$ cat src/logic/spg_pkg.sv
// Constants for the switch, PWM and general-purpose pin configuration bank.
// Assumes a 100 MHz system clock and an AXI4-Lite register port, 32-bit data.
package spg_pkg;

  // System clock
  localparam int unsigned CLK_HZ = 100_000_000;

  // Register indices; byte address is four times the index
  localparam int unsigned ADDR_W = 8;
  localparam logic [5:0] IDX_SW_SRC = 6'h15;
  localparam logic [5:0] IDX_PIN_FN = 6'h17;
  localparam logic [5:0] IDX_PWM_ONE = 6'h18;
  localparam logic [5:0] IDX_PWM_TWO = 6'h19;
  localparam logic [5:0] IDX_PWM_FREQ = 6'h1c;
  localparam logic [5:0] IDX_SCRATCH = 6'h1e;

  // Field positions
  localparam int unsigned SRC_W = 3;
  localparam int unsigned THIRD_SRC_LSB = 0;
  localparam int unsigned FOURTH_SRC_LSB = 4;
  localparam int unsigned PIN_W = 3;
  localparam int unsigned FIRST_PIN_LSB = 0;
  localparam int unsigned SECOND_PIN_LSB = 3;
  localparam int unsigned FO_DUTY_LSB = 6;
  localparam int unsigned FIRST_RATE_BIT = 0;
  localparam int unsigned SECOND_RATE_BIT = 2;

  // Reset values
  localparam logic [7:0] SW_SRC_RST = 8'h00;
  localparam logic [7:0] PIN_FN_RST = 8'h00;
  localparam logic [7:0] DUTY_RST = 8'h00;
  localparam logic [1:0] RATE_RST = 2'b00;
  localparam logic [7:0] SCRATCH_RST = 8'h00;

  // Switch source codes
  typedef enum logic [2:0] {
    SPG_SRC_OFF = 3'b000,
    SPG_SRC_ON = 3'b001,
    SPG_SRC_TIMER_ONE = 3'b010,
    SPG_SRC_TIMER_TWO = 3'b011,
    SPG_SRC_PWM_ONE = 3'b100,
    SPG_SRC_PWM_TWO = 3'b101
  } spg_src_t;

  // Pin function codes; 000 to 011 all select the fault output
  localparam logic [2:0] PIN_OFF = 3'b100;
  localparam logic [2:0] PIN_WAKE = 3'b101;
  localparam logic [2:0] PIN_LOW_ON = 3'b110;
  localparam logic [2:0] PIN_HIGH_ON = 3'b111;

  // PWM timing: 255 steps per period
  localparam int unsigned PWM_STEPS = 255;
  localparam logic [7:0] PWM_LAST_STEP = 8'hfe;
  localparam int unsigned PWM_LOW_HZ = 200;
  localparam int unsigned PWM_HIGH_HZ = 400;
  localparam int unsigned PWM_LOW_STEP_CYC = CLK_HZ / (PWM_LOW_HZ * PWM_STEPS);
  localparam int unsigned PWM_HIGH_STEP_CYC = CLK_HZ / (PWM_HIGH_HZ * PWM_STEPS);

  // Wake input static filter, a least time; 1600 cycles, exact at 100 MHz
  localparam int unsigned WAKE_FILTER_US = 16;
  localparam int unsigned WAKE_CYC = (WAKE_FILTER_US * (CLK_HZ / 1_000_000));

  // Fault output blink: 40 steps, on for 8, 4, 2 or 1 of them
  localparam logic [5:0] FO_LAST_STEP = 6'h27;
  localparam int unsigned FO_STEP_CYC = 100;
  localparam logic [23:0] FO_ON_STEPS = 24'h04_2108;

  // AXI responses
  localparam logic [1:0] RESP_OKAY = 2'b00;
  localparam logic [1:0] RESP_SLVERR = 2'b10;

endpackage

$ cat src/logic/spg_config_bank.sv
// Configuration bank for the third and fourth high-side switches, two
// general-purpose pins, two PWM generators and a host scratch byte.
// Assumes synchronous mode pulses (soft reset, restart entry) and fault levels
// from the rest of the chip, and an AXI4-Lite master on the register port.
//
// The AXI4-Lite interface to the registers is this design's own decision.
`timescale 1ns/1ps

// Behaviour
// One register holds third switch source in 2:0, fourth in 6:4.
// Overcurrent or overtemperature on a switch clears its source to off.
// Reserved bits read as zero and ignore writes.
// Third fault output duty: 20, 10, 5 or 2.5 percent by bits 7:6.
// Each pin has a 3-bit function: fault out, off, low or high switch.
// Code 101 makes the pin a wake input with 16 us static filter.
// Host assigns the matching timer to a switch when using cyclic sense.
// PWM duty 0 is off, 255 is on, else on for duty/255.
// Second PWM has its own 8-bit duty register, same encoding.
// Rate bit 0 and bit 2 pick 200 Hz or 400 Hz per generator.
// Switch source register clears on power-on, soft reset and restart.
// Pin and duty registers clear on power-on and soft reset, keep on restart.
// Rate register clears on power-on and soft reset, keeps bits on restart.
// Scratch byte clears only at power-on, survives soft reset.
// Scratch byte survives fail-safe and restart.
// Scratch access only in normal mode; logic never alters it.
// Each PWM period counts 255 steps, output on while step below duty.
module spg_config_bank #(
  parameter int unsigned PWM_LOW_STEP_CYC = spg_pkg::PWM_LOW_STEP_CYC,
  parameter int unsigned PWM_HIGH_STEP_CYC = spg_pkg::PWM_HIGH_STEP_CYC,
  parameter int unsigned WAKE_CYC = spg_pkg::WAKE_CYC,
  parameter int unsigned FO_STEP_CYC = spg_pkg::FO_STEP_CYC
) (
  input wire logic mclk_i,
  input wire logic reset_n_i,
  input wire logic soft_reset_i,
  input wire logic restart_entry_i,
  input wire logic normal_mode_i,
  input wire logic [1:0] switch_fault_i,
  input wire logic timer_one_i,
  input wire logic timer_two_i,
  input wire logic second_fault_i,
  input wire logic third_fault_i,
  input wire logic [1:0] pin_in_i,
  output logic [1:0] pin_o,
  output logic [1:0] pin_oe_o,
  output logic [1:0] pin_wake_o,
  output logic third_switch_o,
  output logic fourth_switch_o,
  output logic [1:0] pwm_o,
  input wire logic [spg_pkg::ADDR_W-1:0] s_axi_awaddr,
  input wire logic [2:0] s_axi_awprot,
  input wire logic s_axi_awvalid,
  output logic s_axi_awready,
  input wire logic [31:0] s_axi_wdata,
  input wire logic [3:0] s_axi_wstrb,
  input wire logic s_axi_wvalid,
  output logic s_axi_wready,
  output logic [1:0] s_axi_bresp,
  output logic s_axi_bvalid,
  input wire logic s_axi_bready,
  input wire logic [spg_pkg::ADDR_W-1:0] s_axi_araddr,
  input wire logic [2:0] s_axi_arprot,
  input wire logic s_axi_arvalid,
  output logic s_axi_arready,
  output logic [31:0] s_axi_rdata,
  output logic [1:0] s_axi_rresp,
  output logic s_axi_rvalid,
  input wire logic s_axi_rready
);

  // Prescaler and filter counters are 16 bits wide
  if (PWM_LOW_STEP_CYC < 1 || PWM_LOW_STEP_CYC > 65535 || PWM_HIGH_STEP_CYC < 1 ||
      PWM_HIGH_STEP_CYC > 65535 || WAKE_CYC < 1 || WAKE_CYC > 65535 ||
      FO_STEP_CYC < 1 || FO_STEP_CYC > 65535)
  begin : gen_bad_param
    $error("spg_config_bank: counts must lie in 1..65535");
  end

  logic aw_hold_q;
  logic w_hold_q;
  logic [5:0] wr_idx_q;
  logic [7:0] wr_data_q;
  logic wr_lane_q;
  logic bvalid_q;
  logic [1:0] bresp_q;
  logic rvalid_q;
  logic [31:0] rdata_q;
  logic [1:0] rresp_q;
  logic do_write;
  logic wr_hit;
  logic wr_en;
  logic [7:0] rd_byte;
  logic rd_hit;
  logic [5:0] rd_idx;
  logic [2:0] third_src_q;
  logic [2:0] fourth_src_q;
  logic [7:0] pin_fn_q;
  logic [7:0] duty_q [2];
  logic [1:0] rate_q;
  logic [7:0] scratch_q;
  logic [15:0] pwm_pre_q [2];
  logic [7:0] pwm_step_q [2];
  logic [1:0] pwm_q;
  logic [15:0] fo_pre_q;
  logic [5:0] fo_step_q;
  logic fo_blink;
  logic [1:0] fault_level;
  logic [15:0] wake_cnt_q [2];
  logic [1:0] wake_q;
  logic [1:0] pin_q;
  logic [1:0] pin_oe_q;
  logic third_sw_q;
  logic fourth_sw_q;
  logic [7:0] fo_on_steps;

  // Write channel: address and data taken in either order, one write at a time
  assign s_axi_awready = !aw_hold_q && !bvalid_q;
  assign s_axi_wready = !w_hold_q && !bvalid_q;
  assign do_write = aw_hold_q && w_hold_q;
  assign wr_en = do_write && wr_hit && wr_lane_q;
  assign s_axi_bvalid = bvalid_q;
  assign s_axi_bresp = bresp_q;

  always_ff @(posedge mclk_i or negedge reset_n_i)
  begin
    if (!reset_n_i)
    begin
      aw_hold_q <= 1'b0;
      w_hold_q <= 1'b0;
      wr_idx_q <= 6'h00;
      wr_data_q <= 8'h00;
      wr_lane_q <= 1'b0;
      bvalid_q <= 1'b0;
      bresp_q <= spg_pkg::RESP_OKAY;
    end
    else
    begin
      if (s_axi_awvalid && s_axi_awready)
      begin
        aw_hold_q <= 1'b1;
        wr_idx_q <= s_axi_awaddr[7:2];
      end
      if (s_axi_wvalid && s_axi_wready)
      begin
        w_hold_q <= 1'b1;
        wr_data_q <= s_axi_wdata[7:0];
        wr_lane_q <= s_axi_wstrb[0]; // Upper lanes hold only zeros
      end
      if (do_write)
      begin
        aw_hold_q <= 1'b0;
        w_hold_q <= 1'b0;
        bvalid_q <= 1'b1;
        bresp_q <= wr_hit ? spg_pkg::RESP_OKAY : spg_pkg::RESP_SLVERR;
      end
      else if (bvalid_q && s_axi_bready)
      begin
        bvalid_q <= 1'b0;
      end
    end
  end

  // Write decode; scratch writes outside normal mode are dropped but answered
  always_comb
  begin
    unique case (wr_idx_q)
      spg_pkg::IDX_SW_SRC, spg_pkg::IDX_PIN_FN, spg_pkg::IDX_PWM_ONE,
      spg_pkg::IDX_PWM_TWO, spg_pkg::IDX_PWM_FREQ, spg_pkg::IDX_SCRATCH: wr_hit = 1'b1;
      default: wr_hit = 1'b0;
    endcase
  end

  // Read mux; reserved bits and upper lanes read zero
  assign rd_idx = s_axi_araddr[7:2];
  always_comb
  begin
    rd_hit = 1'b1;
    rd_byte = 8'h00;
    unique case (rd_idx)
      spg_pkg::IDX_SW_SRC: rd_byte = {1'b0, fourth_src_q, 1'b0, third_src_q};
      spg_pkg::IDX_PIN_FN: rd_byte = pin_fn_q;
      spg_pkg::IDX_PWM_ONE: rd_byte = duty_q[0];
      spg_pkg::IDX_PWM_TWO: rd_byte = duty_q[1];
      spg_pkg::IDX_PWM_FREQ: rd_byte = {5'b0_0000, rate_q[1], 1'b0, rate_q[0]};
      spg_pkg::IDX_SCRATCH: rd_byte = normal_mode_i ? scratch_q : 8'h00;
      default: rd_hit = 1'b0;
    endcase
  end

  // Read channel: answer one cycle after address is taken
  assign s_axi_arready = !rvalid_q;
  assign s_axi_rvalid = rvalid_q;
  assign s_axi_rdata = rdata_q;
  assign s_axi_rresp = rresp_q;

  always_ff @(posedge mclk_i or negedge reset_n_i)
  begin
    if (!reset_n_i)
    begin
      rvalid_q <= 1'b0;
      rdata_q <= 32'h0000_0000;
      rresp_q <= spg_pkg::RESP_OKAY;
    end
    else if (s_axi_arvalid && s_axi_arready)
    begin
      rvalid_q <= 1'b1;
      rdata_q <= {24'h00_0000, rd_byte};
      rresp_q <= rd_hit ? spg_pkg::RESP_OKAY : spg_pkg::RESP_SLVERR;
    end
    else if (rvalid_q && s_axi_rready)
    begin
      rvalid_q <= 1'b0;
    end
  end

  // Switch sources; a fault beats a same-cycle write, safety first
  always_ff @(posedge mclk_i or negedge reset_n_i)
  begin
    if (!reset_n_i)
    begin
      third_src_q <= spg_pkg::SW_SRC_RST[2:0];
      fourth_src_q <= spg_pkg::SW_SRC_RST[6:4];
    end
    else if (soft_reset_i || restart_entry_i)
    begin
      third_src_q <= spg_pkg::SW_SRC_RST[2:0];
      fourth_src_q <= spg_pkg::SW_SRC_RST[6:4];
    end
    else
    begin
      if (switch_fault_i[0])
        third_src_q <= spg_pkg::SPG_SRC_OFF;
      else if (wr_en && wr_idx_q == spg_pkg::IDX_SW_SRC)
        third_src_q <= wr_data_q[spg_pkg::THIRD_SRC_LSB +: spg_pkg::SRC_W];
      if (switch_fault_i[1])
        fourth_src_q <= spg_pkg::SPG_SRC_OFF;
      else if (wr_en && wr_idx_q == spg_pkg::IDX_SW_SRC)
        fourth_src_q <= wr_data_q[spg_pkg::FOURTH_SRC_LSB +: spg_pkg::SRC_W];
    end
  end

  // Pin function and duty registers; restart leaves them alone
  always_ff @(posedge mclk_i or negedge reset_n_i)
  begin
    if (!reset_n_i)
    begin
      pin_fn_q <= spg_pkg::PIN_FN_RST;
      duty_q[0] <= spg_pkg::DUTY_RST;
      duty_q[1] <= spg_pkg::DUTY_RST;
    end
    else if (soft_reset_i)
    begin
      pin_fn_q <= spg_pkg::PIN_FN_RST;
      duty_q[0] <= spg_pkg::DUTY_RST;
      duty_q[1] <= spg_pkg::DUTY_RST;
    end
    else if (wr_en)
    begin
      if (wr_idx_q == spg_pkg::IDX_PIN_FN)
        pin_fn_q <= wr_data_q;
      if (wr_idx_q == spg_pkg::IDX_PWM_ONE)
        duty_q[0] <= wr_data_q;
      if (wr_idx_q == spg_pkg::IDX_PWM_TWO)
        duty_q[1] <= wr_data_q;
    end
  end

  // Rate select bits; only the two live bits are stored
  always_ff @(posedge mclk_i or negedge reset_n_i)
  begin
    if (!reset_n_i)
      rate_q <= spg_pkg::RATE_RST;
    else if (soft_reset_i)
      rate_q <= spg_pkg::RATE_RST;
    else if (wr_en && wr_idx_q == spg_pkg::IDX_PWM_FREQ)
      rate_q <= {wr_data_q[spg_pkg::SECOND_RATE_BIT], wr_data_q[spg_pkg::FIRST_RATE_BIT]};
  end

  // Scratch byte: power-on clear only, host access only in normal mode
  always_ff @(posedge mclk_i or negedge reset_n_i)
  begin
    if (!reset_n_i)
      scratch_q <= spg_pkg::SCRATCH_RST;
    else if (wr_en && wr_idx_q == spg_pkg::IDX_SCRATCH && normal_mode_i)
      scratch_q <= wr_data_q;
  end

  // PWM generators: prescaler then 255-step counter per generator
  for (genvar g = 0; g < 2; g++)
  begin : gen_pwm
    logic [15:0] pre_last;
    assign pre_last = rate_q[g] ? 16'(PWM_HIGH_STEP_CYC - 1) : 16'(PWM_LOW_STEP_CYC - 1);
    always_ff @(posedge mclk_i or negedge reset_n_i)
    begin
      if (!reset_n_i)
      begin
        pwm_pre_q[g] <= 16'h0000;
        pwm_step_q[g] <= 8'h00;
        pwm_q[g] <= 1'b0;
      end
      else
      begin
        // Greater-or-equal so a rate change mid-step cannot overrun
        if (pwm_pre_q[g] >= pre_last)
        begin
          pwm_pre_q[g] <= 16'h0000;
          pwm_step_q[g] <= (pwm_step_q[g] == spg_pkg::PWM_LAST_STEP) ? 8'h00 :
                           pwm_step_q[g] + 8'h01;
        end
        else
        begin
          pwm_pre_q[g] <= pwm_pre_q[g] + 16'h0001;
        end
        // Step never reaches 255, so duty 255 is always on and 0 always off
        pwm_q[g] <= pwm_step_q[g] < duty_q[g];
      end
    end
  end
  assign pwm_o = pwm_q;

  // Fault blink for the third fault output, 40 steps per period
  always_ff @(posedge mclk_i or negedge reset_n_i)
  begin
    if (!reset_n_i)
    begin
      fo_pre_q <= 16'h0000;
      fo_step_q <= 6'h00;
    end
    else if (fo_pre_q == 16'(FO_STEP_CYC - 1))
    begin
      fo_pre_q <= 16'h0000;
      fo_step_q <= (fo_step_q == spg_pkg::FO_LAST_STEP) ? 6'h00 : fo_step_q + 6'h01;
    end
    else
    begin
      fo_pre_q <= fo_pre_q + 16'h0001;
    end
  end
  assign fo_on_steps = {2'b00, 6'(spg_pkg::FO_ON_STEPS >> (6 * pin_fn_q[spg_pkg::FO_DUTY_LSB +: 2]))};
  assign fo_blink = {2'b00, fo_step_q} < fo_on_steps;
  assign fault_level = {third_fault_i && fo_blink, second_fault_i};

  // Pin functions and wake filters, one per pin
  for (genvar p = 0; p < 2; p++)
  begin : gen_pin
    logic [2:0] fn;
    assign fn = pin_fn_q[3*p +: spg_pkg::PIN_W];
    always_ff @(posedge mclk_i or negedge reset_n_i)
    begin
      if (!reset_n_i)
      begin
        pin_q[p] <= 1'b0;
        pin_oe_q[p] <= 1'b0;
      end
      else
      begin
        unique case (fn)
          spg_pkg::PIN_OFF, spg_pkg::PIN_WAKE:
          begin
            pin_q[p] <= 1'b0;
            pin_oe_q[p] <= 1'b0;
          end
          spg_pkg::PIN_LOW_ON:
          begin
            pin_q[p] <= 1'b0;
            pin_oe_q[p] <= 1'b1;
          end
          spg_pkg::PIN_HIGH_ON:
          begin
            pin_q[p] <= 1'b1;
            pin_oe_q[p] <= 1'b1;
          end
          default:
          begin
            pin_q[p] <= fault_level[p];
            pin_oe_q[p] <= 1'b1;
          end
        endcase
      end
    end
    // Static filter: level must differ from accepted one for the full time
    always_ff @(posedge mclk_i or negedge reset_n_i)
    begin
      if (!reset_n_i)
      begin
        wake_cnt_q[p] <= 16'h0000;
        wake_q[p] <= 1'b0;
      end
      else if (fn != spg_pkg::PIN_WAKE || pin_in_i[p] == wake_q[p])
      begin
        wake_cnt_q[p] <= 16'h0000;
        if (fn != spg_pkg::PIN_WAKE)
          wake_q[p] <= 1'b0;
      end
      else if (wake_cnt_q[p] == 16'(WAKE_CYC - 1))
      begin
        wake_cnt_q[p] <= 16'h0000;
        wake_q[p] <= pin_in_i[p];
      end
      else
      begin
        wake_cnt_q[p] <= wake_cnt_q[p] + 16'h0001;
      end
    end
  end
  assign pin_o = pin_q;
  assign pin_oe_o = pin_oe_q;
  assign pin_wake_o = wake_q;

  // Switch drive from the selected source; reserved codes keep it off
  function automatic logic src_drive(input logic [2:0] src, input logic [1:0] pwm);
    unique case (src)
      spg_pkg::SPG_SRC_ON: src_drive = 1'b1;
      spg_pkg::SPG_SRC_TIMER_ONE: src_drive = timer_one_i;
      spg_pkg::SPG_SRC_TIMER_TWO: src_drive = timer_two_i;
      spg_pkg::SPG_SRC_PWM_ONE: src_drive = pwm[0];
      spg_pkg::SPG_SRC_PWM_TWO: src_drive = pwm[1];
      default: src_drive = 1'b0;
    endcase
  endfunction

  always_ff @(posedge mclk_i or negedge reset_n_i)
  begin
    if (!reset_n_i)
    begin
      third_sw_q <= 1'b0;
      fourth_sw_q <= 1'b0;
    end
    else
    begin
      third_sw_q <= src_drive(third_src_q, pwm_q);
      fourth_sw_q <= src_drive(fourth_src_q, pwm_q);
    end
  end
  assign third_switch_o = third_sw_q;
  assign fourth_switch_o = fourth_sw_q;

  localparam int WAKE_LAST = int'(WAKE_CYC) - 1;
endmodule

$ cat config.mk
export PLATFORM = sky130hd
export DESIGN_NAME = spg_config_bank
export DESIGN_NICKNAME = d
export VERILOG_FILES = /design/src/logic/spg_pkg.sv /design/src/logic/spg_config_bank.sv
export SDC_FILE = /design/constraint.sdc
export NUM_CORES = 1
export LEC_CHECK = 0
export BUFFER_PORTS_ARGS = -buffer_cell sky130_fd_sc_hd__buf_2
export CAP_MARGIN = 20
export CORE_MARGIN = 8
export CORE_UTILIZATION = 54
export CTS_BUF_LIST = sky130_fd_sc_hd__clkbuf_2 sky130_fd_sc_hd__clkbuf_4 sky130_fd_sc_hd__clkbuf_8
export DETAILED_ROUTE_END_ITERATION = 8
export PLACE_DENSITY_LB_ADDON = 0.08
export SKIP_LAST_GASP = 1
export SLEW_MARGIN = 15
export SYNTH_ARGS = -nofsm -noshare
export SYNTH_HDL_FRONTEND = slang
export SYNTH_SLANG_ARGS = --single-unit
$ cat constraint.sdc
create_clock -name mclk_i -period 2.1 [get_ports mclk_i]
set_input_delay 0 -clock mclk_i [delete_from_list [all_inputs] [get_ports mclk_i]]
set_output_delay 0 -clock mclk_i [all_outputs]
set_load 0.02 [all_outputs]
==> results.toml <==
[run_status]
outcome = "finished, final reports clean"

[layout]
fin_util_pct = 63.3
layout_common_cells = "dfrtp_1, nor2_1, nand2_1"
layout.cells.non_filler = 1251
area_delta_synth_final_pct = 15.5
design_area_sq_um = 10400
multiInputGateArea_sq_um = 4180
fillers = 1363
drive_above_1_share_pct = 16.2
fin_nets = 1132
seq_area_sq_um = 4530
layout.cells.most_common = "dfrtp_1"
n_antenna_cell = 0

[critical_path]
critPathKind = "register to register"
critPathRequiredTime_ps = 2460
cp_max_fo = 7
endpoint_kind = "register"
start_kind = "register"
arrival_ps = 2360

[synthesis]
postSynthCellCount = 886
synth_edf_count = 0
synth_warnings = 0
avgSynthCellArea_sq_um = 10.2
synth_compound_area_share_pct = 9.56
synth_area_sq_um = 9030
synth.largest_area_cell = "dfrtp_1"
ys_seq_elements = 181
synthTopCellsByArea = "dfrtp_1, ha_1, nor2_1, nand2_1, xnor2_1"
synth_mux_area_share_pct = 5.24
ys.flop_type = "dfrtp_1"
synth_top_area_share_pct = 50.2
yosys.area_share.adder_pct = 5.13
seq_area_frac_synth_pct = 50.2
synth_top_family_by_area = "simple AND/OR/NAND/NOR gates"
synth_xor_area_share_pct = 6.31
synth-async-reset-ratio_pct = 100
yosys.area_share.simple_pct = 18.7
ys_types = 67

[worst_hold_path]
hold_class = "input port to register"

[global_routing]
grt.total_usage_pct = 19.3
first_global_vias = 6617
grt_pass1_wl_mm = 33.3
grt_max_degree = 57
overflow = 0
grt_antenna_before_repair = 0

[cts]
clock_sinks = 181
cts_buffers = 17
cts-root-buf = "clkbuf_8"
clock_latency_ps = 470
cts_buffer_depth = 2
cts_setup_buffers = 0
cts_tree = "built"
htree_levels = 4
clkTransAtPathRegs_ps = 90

[placed_design]
gp_congestion = 0.853
io_buffers = 63
place_hpwl_mm = 13.7
placed_cell_area_sq_um = 9690
dpl.cell_count = 1186

[sta]
max_slew_margin_pct = 33.4
tns_ps = 0
period_needed_ps = 2000
skew_ps = 11.8
max_slew.worst_pin.slew_ps = 990
max_freq_mhz = 500
setup_viol_count_final = 0
period_share_pct = 95.2
slew_viol_final = 0
rsz0062_at_grt = "false"
hold_viol_final = 0

[die]
die_x_um = 145
core_area_sq_um = 16500
io_pins = 127
die_y_um = 145
dieArea_sq_um = 21100
rows = 47
initial_core_util_pct = 54.8

[route]
wl_met1_mm = 9.45
wire_per_inst_um = 15.5
drt_pass1_iterations = 6
drc = 0
top_layer = "met4"
drt-initial-drc-count = 451
antenna_left = 0
wl_met3_mm = 1.19
wl_met2_mm = 8.58
viasPerCell = 5.37
vias = 6712
wl_mm = 19.4

[pwr]
p_total_w = 0.00842
power_density_nw_per_um2 = 808
irDropWorstVdd_mv = 0.582
p_leak_nw = 4.61

[run]
cap_violations = 0
## synthesized netlist by cell type (3+ instances only)
library cell  instances
dfrtp_1             181
nor2_1              114
nand2_1              87
nand3_1              42
inv_1                40
a21oi_1              38
ha_1                 37
xnor2_1              35
xor2_1               30
buf_4                27
mux2_2               26
o21ai_0              23
mux2i_1              18
nor3_1               18
and3_1               13
nand4_1              13
nand2b_1             10
a22o_1                9
clkbuf_1              9
nor4_1                9
o21a_1                7
a222oi_1              6
buf_2                 5
or2_2                 5
a21o_1                4
a221oi_1              4
and4_1                4
o211ai_1              4
a311oi_1              3
a31oi_1               3
a32o_1                3
and2_1                3
nand3b_1              3
nor2b_1               3
nor3b_1               3
## sequential cells by signal (all words and copies together) (netlist names), 2 cells and up
name	cells
pwm_step_q	16
wr_data_q	8
wake_cnt_q	32
pwm_pre_q	32
fourth_src_q	3
fo_pre_q	16
fo_step_q	6
pwm_o	2
duty_q	16
pin_o	2
pin_oe_o	2
pin_fn_q	8
wr_idx_q	6
s_axi_rdata	8
scratch_q	8
pin_wake_o	2
third_src_q	3
rate_q	2
## through the flow
step,setup slack (ps),hold slack [ps]
CTS,69.5,1.57
floorplan,57.4,-296
finish,101,36.6
detailed placement,78.0,-124
global placement,102,-122
global route,13.9,87.2
## metal layers
| metal | GRT usage [%] | vias up |
|---|---|---|
| li1 | - | 3288 |
| met2 | 28.9 | 160 |
| met3 | 5.78 | 18 |
| met5 | 0 | - |
| met1 | 26.9 | 3246 |
| met4 | 5.05 | 0 |
## what timing repair did
| item | 4_1_cts | 5_1_grt |
|---|---|---|
| gates resized for setup | 0 | 2 |
| setup endpoints to repair | 0 | 3 |
| endpoints found under the hold margin | 219 | 0 |
| hold buffers | 33 | 0 |
## critical path, cell delays in order, from the launching register on
cell and delay [ps]:
dfrtp_1 430, ha_1 280, a211o_1 300, nand4_1 130, a2111oi_4 90, or2_1 280
buf_6 150, a32o_1 230
## logic make-up after synthesis
family | after synthesis
xor+xnor | 65
simple gates | 348
compound gates | 126
fa+ha+maj | 37
buf+inv | 84
mux | 44
flops | 181
other cells | 1
## power by group
| group | internal (W) | total [W] | switching (W) |
|---|---|---|---|
| registers | 0.00387 | 0.00445 | 0.000583 |
| clock network | 0.00111 | 0.00230 | 0.00119 |
| logic | 0.000806 | 0.00166 | 0.000854 |
## final cells by class
cell class | instances | area share, %
Sequential cell | 181 | 43.5
Multi-Input combinational cell | 654 | 40.1
Timing Repair Buffer | 125 | 8.69
Tap cell | 220 | 2.64
Clock buffer | 21 | 2.59
Inverter | 40 | 1.44
Clock inverter | 10 | 1.03
## worst paths after layout
kind                            startpoint        endpoint  slack [ps]  cells after the start
setup / recovery                 rate_q[0]  pwm_step_q[14]         100                      7
min in group asynchronous        reset_n_i     fo_pre_q[9]         110                      3
hold reg to reg               pwm_pre_q[0]    pwm_pre_q[0]         460                      1
hold / removal             s_axi_araddr[5]  s_axi_rresp[1]          40                      4
max in group asynchronous        reset_n_i   pin_wake_o[1]        1040                      4
setup reg to reg                 rate_q[0]  pwm_step_q[14]         100                      7
(Power assumes the default switching activity.)
